**src/verilog/pmicfs_consts.svh**
```systemverilog
// Constants for the identification and fault status register bank
// Notes on behaviour
// [RULE_01] Part code register at 0x0A is read-only, fixed, writes ignored.
// [RULE_02] Maker code register at 0x0B returns a fixed constant on every read.
// [RULE_03] Silicon revision register at 0x0C is fixed; writes do nothing.
// [RULE_04] Fault status 0x0D: bit 7 core rail, bit 6 memory rail undervolt.
// [RULE_05] Fault status: bit 5 flash I/O rail, bit 4 linear rail undervolt.
// [RULE_06] Fault status bit 3 shows die over-temperature detected.
// [RULE_07] Fault status bit 2 shows input supply over-voltage detected.
// [RULE_08] Bits 1 and 0 show gate-drive-ready and output power-on-reset monitors.
// [RULE_09] Any rail undervolt latches a fault state, no automatic recovery.
// [RULE_10] Other faults only drop the rail and restore it once cleared.
// [RULE_11] Deep standby states requested by bus command or standby pins.
// [RULE_12] Power-good and undervolt of each rail readable over the bus.
// [RULE_13] Bus sets wake sequence, rail on/off, skip mode, sleep, core voltage.
// [RULE_14] Core voltage code selects 0.7 V to 1.3 V in 10 mV steps.
// [RULE_15] Latched undervolt turns all rails off, power-good low, until reset.
// [RULE_16] Rail overvolt drops power-good and that rail until all indicators release. The code re-enables each rail once its own indicator releases.
// [RULE_17] Reading fault status has no side effect; flags are not cleared.
`ifndef PMICFS_CONSTS_SVH
`define PMICFS_CONSTS_SVH

// Register offsets
`define PMICFS_OFS_RAIL_CTRL   8'h01
`define PMICFS_OFS_SLEEP_CTRL  8'h02
`define PMICFS_OFS_CORE_CODE   8'h03
`define PMICFS_OFS_WAKE_A      8'h05
`define PMICFS_OFS_WAKE_B      8'h06
`define PMICFS_OFS_WAKE_C      8'h07
`define PMICFS_OFS_PART        8'h0A
`define PMICFS_OFS_MAKER       8'h0B
`define PMICFS_OFS_REVISION    8'h0C
`define PMICFS_OFS_FAULT       8'h0D
`define PMICFS_OFS_RAIL_STAT   8'h0E

// Field positions
`define PMICFS_FLD_UV_CORE     7
`define PMICFS_FLD_UV_MEM      6
`define PMICFS_FLD_UV_FLASH    5
`define PMICFS_FLD_UV_LINEAR   4
`define PMICFS_FLD_OVERTEMP    3
`define PMICFS_FLD_INPUT_OV    2
`define PMICFS_FLD_GATE_READY  1
`define PMICFS_FLD_OUT_POR     0
`define PMICFS_FLD_SLEEP       0
`define PMICFS_FLD_DEEP        1
`define PMICFS_FLD_ALIVE_HI    4
`define PMICFS_FLD_ALIVE_LO    0

// Reset values
`define PMICFS_RST_RAIL_CTRL   8'h0F
`define PMICFS_RST_SLEEP_CTRL  8'h00
`define PMICFS_RST_CORE_CODE   8'h14
`define PMICFS_RST_WAKE_A      8'h00
`define PMICFS_RST_WAKE_B      8'hE1
`define PMICFS_RST_WAKE_C      8'h8A
`define PMICFS_RST_UNMAPPED    8'h00

// Core voltage code range: 0.7 V plus code times 10 mV, top 1.3 V
`define PMICFS_CORE_MV_BASE    700
`define PMICFS_CORE_MV_STEP    10
`define PMICFS_CORE_MV_TOP     1300
`define PMICFS_CORE_CODE_MAX   8'h3C

`endif

```
**src/verilog/pmicfs_pkg.sv**
```systemverilog
// Types for the identification and fault status register bank
`default_nettype none
package pmicfs_pkg;
    typedef enum logic [3:0] {
        PMICFS_IDLE, PMICFS_ADDR, PMICFS_ACK_ADDR, PMICFS_RX_REG, PMICFS_ACK_REG,
        PMICFS_RX_DATA, PMICFS_ACK_DATA, PMICFS_TX, PMICFS_ACK_WAIT
    } pmicfs_bus_state_t;

    typedef enum logic [1:0] {
        PMICFS_PS_ACTIVE, PMICFS_PS_DEEP_IDLE, PMICFS_PS_DEEP_OFF
    } pmicfs_power_state_t;
endpackage
`default_nettype wire

```
**src/verilog/pmicfs_bank.sv**
```systemverilog
// Two-wire bus slave with identification, fault status and rail control registers
`include "pmicfs_consts.svh"
`default_nettype none
module pmicfs_bank
    import pmicfs_pkg::*;
#(
    parameter logic [6:0] DEV_ADDR  = 7'h12, // Bus address, arbitrary default
    parameter logic [7:0] PART_CODE = 8'h5A, // Arbitrary value
    parameter logic [7:0] MAKER_CODE = 8'hA5, // Arbitrary value
    parameter logic [7:0] REV_CODE  = 8'h01, // Arbitrary value
    parameter int         NUM_RAILS = 4
) (
    // Clock and reset (reset is the input supply power-on reset)
    input  wire logic                clock,
    input  wire logic                srst,
    // Two-wire serial bus
    input  wire logic                scl,
    input  wire logic                sdaIn,
    output logic                     sdaOut,
    output logic                     sdaOeN,
    // Analog monitor inputs, already deglitched
    input  wire logic [3:0]          railUndervolt,
    input  wire logic [3:0]          railOvervolt,
    input  wire logic [3:0]          railPowerGood,
    input  wire logic                dieOvertemp,
    input  wire logic                inputOvervolt,
    input  wire logic                gateReady,
    input  wire logic                outputPorMonitor,
    // Power state pins from host
    input  wire logic                standbyN,
    input  wire logic                deepIdleRequestPin,
    // Rail control outputs
    output logic [3:0]               railEnable,
    output logic [3:0]               pulseSkipOperation,
    output logic [7:0]               coreVoltCode,
    output logic [7:0]               wakeTimingA,
    output logic [7:0]               wakeTimingB,
    output logic [7:0]               wakeTimingC,
    output pmicfs_power_state_t      powerState,
    output logic                     powerGoodOut
);

    // Logic is written for exactly four rails
    if (NUM_RAILS != 4) begin : gRailCheck
        $error("pmicfs_bank serves exactly four rails");
    end

    pmicfs_bus_state_t state;
    logic              sclPrev;
    logic              sdaPrev;
    logic [7:0]        shiftReg;
    logic [2:0]        bitCnt;
    logic              gotByte;
    logic              readMode;
    logic [7:0]        regPtr;
    logic              driveLow;
    logic [3:0]        uvLatch;
    logic [7:0]        railCtrl;
    logic [7:0]        sleepCtrl;
    logic [7:0]        readData;
    logic [7:0]        faultStatus;
    logic [7:0]        railStatus;
    logic [3:0]        aliveMask;
    logic              sleeping;
    logic              anyOvervolt;
    logic              anyUvLatched;
    logic [7:0]        next_shift;

    // Bus line events; inputs are already in the clock domain
    wire sclRise   = scl & ~sclPrev;
    wire sclFall   = ~scl & sclPrev;
    wire busStart  = scl & sclPrev & sdaPrev & ~sdaIn;
    wire busStop   = scl & sclPrev & ~sdaPrev & sdaIn;
    wire writeHit  = (state == PMICFS_RX_DATA) && sclFall && gotByte;

    // Clamp a written core code so the rail never leaves 0.7 V to 1.3 V
    function automatic logic [7:0] clampCode(input logic [7:0] code);
        clampCode = (code > `PMICFS_CORE_CODE_MAX) ? `PMICFS_CORE_CODE_MAX : code;
    endfunction

    // Line history for edge detection
    always_ff @(posedge clock) begin
        if (srst) begin
            sclPrev <= 1'b1;
            sdaPrev <= 1'b1;
        end else begin
            sclPrev <= scl;
            sdaPrev <= sdaIn;
        end
    end

    // Fault status word; a read only samples it, nothing is cleared
    always_comb begin
        faultStatus = 8'h00;
        faultStatus[`PMICFS_FLD_UV_CORE]    = uvLatch[0];       // RULE_04
        faultStatus[`PMICFS_FLD_UV_MEM]     = uvLatch[1];       // RULE_04
        faultStatus[`PMICFS_FLD_UV_FLASH]   = uvLatch[2];       // RULE_05
        faultStatus[`PMICFS_FLD_UV_LINEAR]  = uvLatch[3];       // RULE_05
        faultStatus[`PMICFS_FLD_OVERTEMP]   = dieOvertemp;      // RULE_06
        faultStatus[`PMICFS_FLD_INPUT_OV]   = inputOvervolt;    // RULE_07
        faultStatus[`PMICFS_FLD_GATE_READY] = gateReady;        // RULE_08
        faultStatus[`PMICFS_FLD_OUT_POR]    = outputPorMonitor; // RULE_08
        railStatus = {uvLatch, railPowerGood};                  // RULE_12
    end

    // Read decode; unmapped offsets read as zero
    always_comb begin
        case (regPtr)
            `PMICFS_OFS_RAIL_CTRL:  readData = railCtrl;
            `PMICFS_OFS_SLEEP_CTRL: readData = sleepCtrl;
            `PMICFS_OFS_CORE_CODE:  readData = coreVoltCode;
            `PMICFS_OFS_WAKE_A:     readData = wakeTimingA;
            `PMICFS_OFS_WAKE_B:     readData = wakeTimingB;
            `PMICFS_OFS_WAKE_C:     readData = wakeTimingC;
            `PMICFS_OFS_PART:       readData = PART_CODE;  // RULE_01
            `PMICFS_OFS_MAKER:      readData = MAKER_CODE; // RULE_02
            `PMICFS_OFS_REVISION:   readData = REV_CODE;   // RULE_03
            `PMICFS_OFS_FAULT:      readData = faultStatus; // RULE_17
            `PMICFS_OFS_RAIL_STAT:  readData = railStatus; // RULE_12
            default:                readData = `PMICFS_RST_UNMAPPED;
        endcase
    end

    // Shift register input, sampled on bus clock rise
    always_comb begin
        next_shift = shiftReg;
        if (sclRise && state != PMICFS_TX) begin
            next_shift = {shiftReg[6:0], sdaIn};
        end
    end

    // Bus protocol state machine
    always_ff @(posedge clock) begin
        if (srst) begin
            state    <= PMICFS_IDLE;
            shiftReg <= 8'h00;
            bitCnt   <= 3'd0;
            gotByte  <= 1'b0;
            readMode <= 1'b0;
            regPtr   <= 8'h00;
            driveLow <= 1'b0;
        end else if (busStart) begin
            // Repeated start keeps the pointer so reads follow a register write
            state    <= PMICFS_ADDR;
            bitCnt   <= 3'd0;
            gotByte  <= 1'b0;
            driveLow <= 1'b0;
        end else if (busStop) begin
            state    <= PMICFS_IDLE;
            driveLow <= 1'b0;
            gotByte  <= 1'b0;
        end else begin
            shiftReg <= next_shift;
            if (sclRise && (state == PMICFS_ADDR || state == PMICFS_RX_REG ||
                            state == PMICFS_RX_DATA)) begin
                bitCnt <= bitCnt + 3'd1;
                if (bitCnt == 3'd7) begin
                    gotByte <= 1'b1;
                end
            end
            case (state)
                PMICFS_IDLE: begin
                    driveLow <= 1'b0;
                end
                PMICFS_ADDR: begin
                    if (sclFall && gotByte) begin
                        gotByte <= 1'b0;
                        if (shiftReg[7:1] == DEV_ADDR) begin
                            readMode <= shiftReg[0];
                            driveLow <= 1'b1;
                            state    <= PMICFS_ACK_ADDR;
                        end else begin
                            state <= PMICFS_IDLE;
                        end
                    end
                end
                PMICFS_ACK_ADDR: begin
                    if (sclFall) begin
                        bitCnt <= 3'd0;
                        if (readMode) begin
                            shiftReg <= readData;
                            driveLow <= ~readData[7];
                            regPtr   <= regPtr + 8'h01;
                            state    <= PMICFS_TX;
                        end else begin
                            driveLow <= 1'b0;
                            state    <= PMICFS_RX_REG;
                        end
                    end
                end
                PMICFS_RX_REG: begin
                    if (sclFall && gotByte) begin
                        gotByte  <= 1'b0;
                        regPtr   <= shiftReg;
                        driveLow <= 1'b1;
                        state    <= PMICFS_ACK_REG;
                    end
                end
                PMICFS_ACK_REG, PMICFS_ACK_DATA: begin
                    if (sclFall) begin
                        driveLow <= 1'b0;
                        bitCnt   <= 3'd0;
                        state    <= PMICFS_RX_DATA;
                    end
                end
                PMICFS_RX_DATA: begin
                    if (writeHit) begin
                        gotByte  <= 1'b0;
                        regPtr   <= regPtr + 8'h01;
                        driveLow <= 1'b1;
                        state    <= PMICFS_ACK_DATA;
                    end
                end
                PMICFS_TX: begin
                    if (sclFall) begin
                        bitCnt <= bitCnt + 3'd1;
                        if (bitCnt == 3'd7) begin
                            driveLow <= 1'b0;
                            state    <= PMICFS_ACK_WAIT;
                        end else begin
                            shiftReg <= {shiftReg[6:0], 1'b0};
                            driveLow <= ~shiftReg[6];
                        end
                    end
                end
                PMICFS_ACK_WAIT: begin
                    // Host NACK ends the read; host ACK asks for the next byte
                    if (sclRise) begin
                        readMode <= ~sdaIn;
                    end
                    if (sclFall) begin
                        bitCnt <= 3'd0;
                        if (readMode) begin
                            shiftReg <= readData;
                            driveLow <= ~readData[7];
                            regPtr   <= regPtr + 8'h01;
                            state    <= PMICFS_TX;
                        end else begin
                            state <= PMICFS_IDLE;
                        end
                    end
                end
                default: begin
                    state    <= PMICFS_IDLE;
                    driveLow <= 1'b0;
                end
            endcase
        end
    end

    // Open-drain data line: only ever pulls low
    always_ff @(posedge clock) begin
        if (srst) begin
            sdaOut <= 1'b0;
        end else begin
            sdaOut <= 1'b0;
        end
    end
    assign sdaOeN = ~driveLow;

    // Writable control registers; read-only offsets fall through
    always_ff @(posedge clock) begin
        if (srst) begin
            railCtrl     <= `PMICFS_RST_RAIL_CTRL;
            sleepCtrl    <= `PMICFS_RST_SLEEP_CTRL;
            coreVoltCode <= `PMICFS_RST_CORE_CODE;
            wakeTimingA  <= `PMICFS_RST_WAKE_A;
            wakeTimingB  <= `PMICFS_RST_WAKE_B;
            wakeTimingC  <= `PMICFS_RST_WAKE_C;
        end else if (writeHit) begin
            case (regPtr)
                `PMICFS_OFS_RAIL_CTRL:  railCtrl     <= shiftReg; // RULE_13
                `PMICFS_OFS_SLEEP_CTRL: sleepCtrl    <= shiftReg; // RULE_13
                `PMICFS_OFS_CORE_CODE:  coreVoltCode <= clampCode(shiftReg); // RULE_14
                `PMICFS_OFS_WAKE_A:     wakeTimingA  <= shiftReg; // RULE_13
                `PMICFS_OFS_WAKE_B:     wakeTimingB  <= shiftReg;
                `PMICFS_OFS_WAKE_C:     wakeTimingC  <= shiftReg;
                default: ; // RULE_01 RULE_03
            endcase
        end
    end

    // Undervolt latch; only the power-on reset releases it
    always_ff @(posedge clock) begin
        if (srst) begin
            uvLatch <= 4'h0;
        end else begin
            uvLatch <= uvLatch | railUndervolt; // RULE_09
        end
    end

    // Power state from bus bits or host pins, either source may request
    always_ff @(posedge clock) begin
        if (srst) begin
            powerState <= PMICFS_PS_ACTIVE;
        end else if (~standbyN || sleepCtrl[`PMICFS_FLD_SLEEP]) begin // RULE_11
            if (deepIdleRequestPin || ~sleepCtrl[`PMICFS_FLD_DEEP]) begin
                powerState <= PMICFS_PS_DEEP_IDLE;
            end else begin
                powerState <= PMICFS_PS_DEEP_OFF;
            end
        end else begin
            powerState <= PMICFS_PS_ACTIVE;
        end
    end

    assign sleeping     = (powerState != PMICFS_PS_ACTIVE);
    assign anyOvervolt  = |railOvervolt;
    assign anyUvLatched = |uvLatch;
    // Alive bits: core/memory in wake A, flash/linear in wake B
    assign aliveMask    = {wakeTimingB[`PMICFS_FLD_ALIVE_LO], wakeTimingB[`PMICFS_FLD_ALIVE_HI],
                           wakeTimingA[`PMICFS_FLD_ALIVE_LO], wakeTimingA[`PMICFS_FLD_ALIVE_HI]};

    // Per-rail enable; self-recovering faults gate it live, no memory kept
    for (genvar r = 0; r < 4; r++) begin : gRail
        always_ff @(posedge clock) begin
            if (srst) begin
                railEnable[r]         <= 1'b0;
                pulseSkipOperation[r] <= 1'b0;
            end else begin
                railEnable[r] <= railCtrl[r] & ~anyUvLatched // RULE_15
                               & ~dieOvertemp & ~inputOvervolt // RULE_10
                               & ~railOvervolt[r] // RULE_16
                               & (~sleeping | aliveMask[r]);
                pulseSkipOperation[r] <= railCtrl[r + 4]; // RULE_13
            end
        end
    end

    // Power-good: low on latched undervolt or any overvolt indicator
    always_ff @(posedge clock) begin
        if (srst) begin
            powerGoodOut <= 1'b0;
        end else begin
            powerGoodOut <= ~anyUvLatched & ~anyOvervolt // RULE_15 RULE_16
                          & ~dieOvertemp & ~inputOvervolt
                          & ((railPowerGood | ~railEnable) == 4'hF) & (|railEnable);
        end
    end

endmodule
`default_nettype wire

```
**config.mk**
```make
export PLATFORM = sky130hd
export DESIGN_NAME = pmicfs_bank
export DESIGN_NICKNAME = d
export VERILOG_FILES = /design/src/verilog/pmicfs_pkg.sv /design/src/verilog/pmicfs_bank.sv
export VERILOG_INCLUDE_DIRS = /design/src /design/src/verilog
export SDC_FILE = /design/constraint.sdc
export NUM_CORES = 1
export LEC_CHECK = 0
export BUFFER_PORTS_ARGS = -buffer_cell sky130_fd_sc_hd__buf_4
export CORE_MARGIN = 2
export CORE_UTILIZATION = 58
export CTS_CLUSTER_SIZE = 30
export DETAILED_ROUTE_END_ITERATION = 8
export PLACE_DENSITY = 0.89
export RECOVER_POWER = 50
export SLEW_MARGIN = 25
export SYNTH_ARGS = -nofsm -noshare
export SYNTH_HDL_FRONTEND = slang
export SYNTH_SLANG_ARGS = --single-unit
```
**constraint.sdc**
```tcl
create_clock -name clock -period 2.6 [get_ports clock]
set_input_delay 0.13 -clock clock [delete_from_list [all_inputs] [get_ports clock]]
set_output_delay 0.13 -clock clock [all_outputs]
set_load 0.02 [all_outputs]
```
==> Word-level counts from Yosys, hierarchy flattened <==
Cells that the tools add are included.
{ "totals": {"ff_bits": 91, "latch_bits": 0, "ram_bits": 0, "rom_bits": 0, "input_bits": 22, "out_inout_bits": 45, "word_cells": 224, "memories": 0} }
{ "op_classes": {"n_addsub": 2, "multipliers": 0, "div": 0, "n_lt_le_gt_ge": 1, "eq_ne": 45, "shifts": 0, "muxes": 53, "bitwise_logic": 61, "reduce_logical": 35} }
{ "ops": {"columns": ["op", "count"], "rows": [
  ["one-hot mux 8 bit (11 select lines)", 1],
  ["two-way mux 8 bit", 10],
  ["== test 8 x 4 -> 1 bit (second input constant)", 5],
  ["bitwise AND 1 bit", 32],
  ["two-way mux 4 bit", 8],
  ["one-hot mux 4 bit (8 select lines)", 1],
  ["AND reduction 9 bit", 3],
  ["== test 8 x 3 -> 1 bit (second input constant)", 3],
  ["inequality test 4 bit (second input constant)", 6],
  ["one-hot mux 8 bit (3 select lines)", 1],
  ["NOT 1 bit", 22],
  ["two-way mux 1 bit", 20],
  ["== test 4 x 3 -> 1 bit (second input constant)", 4],
  ["== test 8 x 2 -> 1 bit (second input constant)", 2],
  ["inequality test 2 bit (second input constant)", 8],
  ["one-hot mux 8 bit (2 select lines)", 1],
  ["OR reduction 4 bit", 4],
  ["two-way mux 3 bit", 5],
  ["AND reduction 2 bit", 7],
  ["inequality test 4 x 3 -> 1 bit (second input constant)", 3],
  ["inequality test 2 x 1 -> 1 bit (second input constant)", 5],
  ["OR reduction 2 bit", 5],
  ["adder 8 x 1 -> 8 bit (second input constant)", 1],
  ["== test 4 x 2 -> 1 bit (second input constant)", 2],
  ["other kinds (23)", 38]
]} }

==> Logic depth before layout (Yosys ltp) <==
{ "depth": {"ltp_word": 8, "ltp_mapped": 8, "mapped_depth_nobuf": 7} }

==> Worst setup path after synthesis <==
Ideal clock, no wire load.
{ "synth_timing": {"path_kind": "flip-flop to flip-flop", "startpoint": "reg bitCnt[0]", "endpoint": "reg shiftReg[4]", "setup_ns": 0.134, "arrival_time_ns": 1.969, "required_time_ns": 2.466, "setup_slack_ns": 0.497, "path_stages_with_launch": 8, "n_path_buf": 0, "period_less_slack_ns": 2.103, "cell_sequence": "dfxtp_1 > ha_1 > ha_1 > or3b_2 > mux2i_1 > a21oi_1 > a22oi_1 > o22ai_1"} }
{ "synth_via": {"elab_chain_cells": 4} }
{ "synth_rtl": {"columns": ["item", "line", "rtl"], "rows": [
  ["start: declaration", "pmicfs_bank.sv:52", "logic [2:0] bitCnt;"],
  ["start signal: assignment", "pmicfs_bank.sv:156", "bitCnt <= bitCnt + 3'd1;"],
  ["start signal: assignment", "pmicfs_bank.sv:216", "bitCnt <= bitCnt + 3'd1;"],
  ["== test 3 bit", "pmicfs_bank.sv:217", "if (bitCnt == 3'd7) begin"],
  ["two-way mux 8 bit", "pmicfs_bank.sv:217", null],
  ["two-way mux 8 bit", "pmicfs_bank.sv:215", "if (sclFall) begin"],
  ["one-hot mux 8 bit (2 select lines)", "pmicfs_bank.sv:161", "case (state)"],
  ["end signal: assignment", "pmicfs_bank.sv:181", "shiftReg <= readData;"],
  ["end signal: assignment", "pmicfs_bank.sv:221", "shiftReg <= {shiftReg[6:0], 1'b0};"],
  ["end signal: assignment", "pmicfs_bank.sv:234", "shiftReg <= readData;"],
  ["end: declaration", "pmicfs_bank.sv:51", "logic [7:0] shiftReg;"]
]} }
No other way between the ends.
A chain may end at the register's enable or synchronous reset.

==> Final worst setup path <==
{ "layout_timing": {"startpoint": "reg regPtr[0]", "endpoint": "reg wakeTimingB[4]"} }
{ "layout_via": {"elab_chain_cells": 2} }
{ "layout_rtl": {"columns": ["item", "line", "rtl"], "rows": [
  ["start: declaration", "pmicfs_bank.sv:55", "logic [7:0] regPtr;"],
  ["start signal: assignment", "pmicfs_bank.sv:183", "regPtr <= regPtr + 8'h01;"],
  ["start signal: assignment", "pmicfs_bank.sv:194", "regPtr <= shiftReg;"],
  ["start signal: assignment", "pmicfs_bank.sv:209", "regPtr <= regPtr + 8'h01;"],
  ["== test 8 x 3 -> 1 bit", "pmicfs_bank.sv:271", "case (regPtr)"],
  ["AND reduction 2 bit (no line)", null, null],
  ["end signal: assignment", "pmicfs_bank.sv:268", "wakeTimingB <= `PMICFS_RST_WAKE_B;"],
  ["end signal: assignment", "pmicfs_bank.sv:276", "`PMICFS_OFS_WAKE_B: wakeTimingB <= shiftReg;"],
  ["end: declaration", "pmicfs_bank.sv:37", "output logic [7:0] wakeTimingB,"]
]} }
No other way between the ends.

==> impl_metrics.yaml <==
clocking:
  cts_sinks: 91
  cts_root_buffer: "clkbuf_8"
  numCtsBuffers: 9
  clk_path_buf_depth: 2
  cts_setup_buffers: 0
  cts_tree: "built"
  clkLatencyLatePin_ns: 0.37
  htreeDepth: 3
  clk_pin_slew_ns: 0.10
timing:
  worst_pin_slew_ns: 1.605
  finalHoldViolations: 0
  finalMaxSlewViolations: 38
  final.setup.worst_slack_ns: 0.2529
  setup_viol: 0
  period_share_pct: 90.27
  setup_tns_ns: 0
  rsz0062_at_grt: "false"
  relSlewSlack_pct: -7.003
  period_needed_ns: 2.347
  finClkSkew_ns: 0.008105
  holdWs_ns: 0.02094
  fmax_ghz: 0.4261
finish:
  nFillCells: 716
  fin_nets: 717
  antenna_cells: 0
  drive_gt1_share_pct: 11.67
  register_area_sq_um: 1822
  area_delta_synth_final_pct: 14.97
  multi_input_area_sq_um: 2753
run_status:
  violations: "max-capacitance violations, max-slew violations"
  status: "finished with violations"
setup_path:
  cp.arrival_ns: 2.63
  worstSetupStartpointType: "flop"
  end_kind: "flop"
  required_ns: 2.88
  r2r-start: "regPtr[0]"
  criticalPathCategory: "reg -> reg"
  r2r-end: "wakeTimingB[4]"
  crit_fanout: 15
  reg2regPathDepth: 6
  r2r_slack_ns: 0.25
floorplanning:
  die_x_um: 95.49
  die_area_sq_um: 9118
  core_area_sq_um: 8175
  io_pins: 67
  start_util_pct: 59.38
  rows: 33
  die_y_um: 95.49
synthesis:
  yosysWarnings: 0
  synth_flop_cell: "dfxtp_1"
  async_reset_ff_share_pct: 0
  netlist_area_sq_um: 4855
  yosys.area.top_type_share_pct: 37.53
  ys_seq_area_share_pct: 37.53
  synth.top_cells.by_area: "dfxtp_1 (38%), o21ai_0 (6.6%), a21oi_1 (6.3%)"
  synth-edff-count: 0
  syn_area_per_cell_sq_um: 7.755
  synthesis.nets: 654
  synth_top_area_cell: "dfxtp_1"
  postSynthCellCount: 626
  ys_types: 68
  synthTopCellsByCount: "dfxtp_1 (91), nand2_1 (69), o21ai_0 (64)"
  synth_seq_cells: 91
  synth_most_common_cell: "dfxtp_1"
global_routing:
  overflow: 0
  grt_start_max_net_pins: 38
  grt_pass1_wl_um: 26120
  antenna_found_initial: 0
  first_global_vias: 4943
  grt.total_usage_pct: 37.48
routing:
  wl_met2_um: 7833
  ant_nets: 0
  met3_length_um: 1768
  drc: 0
  dr.first_iter.drc_count: 623
  drt-total-wl_um: 16820
  top_layer: "met4"
  wl_met1_um: 6296
  via_count: 5349
  detail_route.first_pass.iterations: 9
  wl_per_cell_um: 21.06
  viasPerCell: 6.695
place:
  place_ws_ns: 0.3709
  place_congestion: 0.9811
  hpwl_um: 11860
  portBuffers: 65
power_and_ir_drop:
  peakVddDrop_mv: 0.3249
  p_per_area_nw_per_um2: 548.3
  power_mw: 3.060
  leakagePower_nw: 1.868
min_path:
  min_from: "scl"
  hold_depth: 2
  min_to: "sclPrev"
  hp-class: "in -> reg"
flow_run:
  cap_viol_max_count: 1
## state kept, by name, indices dropped and copies added, names as in the netlist, 2 cells and up
name                cells
shiftReg                8
state                   4
railCtrl                8
uvLatch                 4
coreVoltCode            8
wakeTimingC             8
wakeTimingA             8
pulseSkipOperation      4
bitCnt                  3
wakeTimingB             8
regPtr                  8
sleepCtrl               8
railEnable              4
powerState              2
## what timing repair did
item	CTS	global route
hold buffers	9	0
gates resized for setup	0	0
endpoints found under the hold margin	10	0
## critical path: stages, from the launching register on
cell and delay [ns]:
dfxtp_1 0.38, inv_1 0.11, ha_1 0.57, nand2_1 0.39, nor2_1 0.56, nand2_1 0.11
a21oi_1 0.14
## worst max-delay path by stage
stage	from	endpoint	slack, ns	depth (start not counted)
floorplan	bitCnt[0]	shiftReg[4]	0.50	7
global placement	regPtr[0]	shiftReg[6]	0.43	8
detailed placement	regPtr[0]	shiftReg[2]	0.37	7
CTS	regPtr[0]	shiftReg[2]	0.36	7
global route	srst	bitCnt[0]	0.11	5
finish	regPtr[0]	wakeTimingB[4]	0.25	6
## layout by cell type, fill, tap and decap left out, drive strengths merged, types with 5 or more instances in the layout
cell type / instances
clkbuf: 57
nor4: 6
nor2b: 10
nor4b: 5
and2: 6
a22oi: 10
o21ai: 65
a21o: 5
nand4: 13
buf: 49
inv: 18
mux2i: 13
nor3: 11
a22o: 5
nand2: 69
a21oi: 61
nand2b: 5
nor2: 46
dlygate4sd3: 9
a211oi: 6
dfxtp: 91
nand3: 32
ha: 6
o211ai: 5
o22ai: 8
## per-layer routing
| metal | global-route usage (%) | vias up |
|---|---|---|
| met1 | 46.56 | 2480 |
| met4 | 18.69 | 0 |
| li1 | - | 2410 |
| met2 | 62.03 | 377 |
| met3 | 7.273 | 82 |
| met5 | 0 | - |
## cells by family (layout without fill, tap and decap cells)
group / after synthesis / after routing / synth area share (%)
compound gates: 210 / 210 / 26.86
xor+xnor: 2 / 2 / 0.3609
fa+ha+maj: 6 / 6 / 1.546
buf+inv: 70 / 138 / 5.773
flops: 91 / 91 / 37.53
mux: 16 / 16 / 3.376
other cells: 1 / 1 / 0.07725
simple gates: 230 / 230 / 24.48
## where the power goes
part	switching (mW)	total [mW]	leakage, nW	internal [mW]
Clock	0.562	0.922	0.0852	0.360
Sequential	0.0675	1.50	0.736	1.43
Combinational	0.381	0.641	1.05	0.261
## layout make-up
class	count	share of cell area (%)
Clock inverter	6	0.8742
Clock buffer	10	2.286
Multi-Input combinational cell	465	49.32
Sequential cell	91	32.64
Tap cell	105	2.354
Inverter	17	1.143
Timing Repair Buffer	105	11.39
## per-stage QoR
stage / std cells / utilization [%] / area [sq um]
floorplan: 626 / - / 4855
global placement: 774 / 67.16 / 5490
detailed placement: 774 / 67.16 / 5490
CTS: 799 / 70.42 / 5757
global route: 799 / 68.27 / 5582
finish: 799 / 68.27 / 5582
Power figures use the tool's default switching activity.
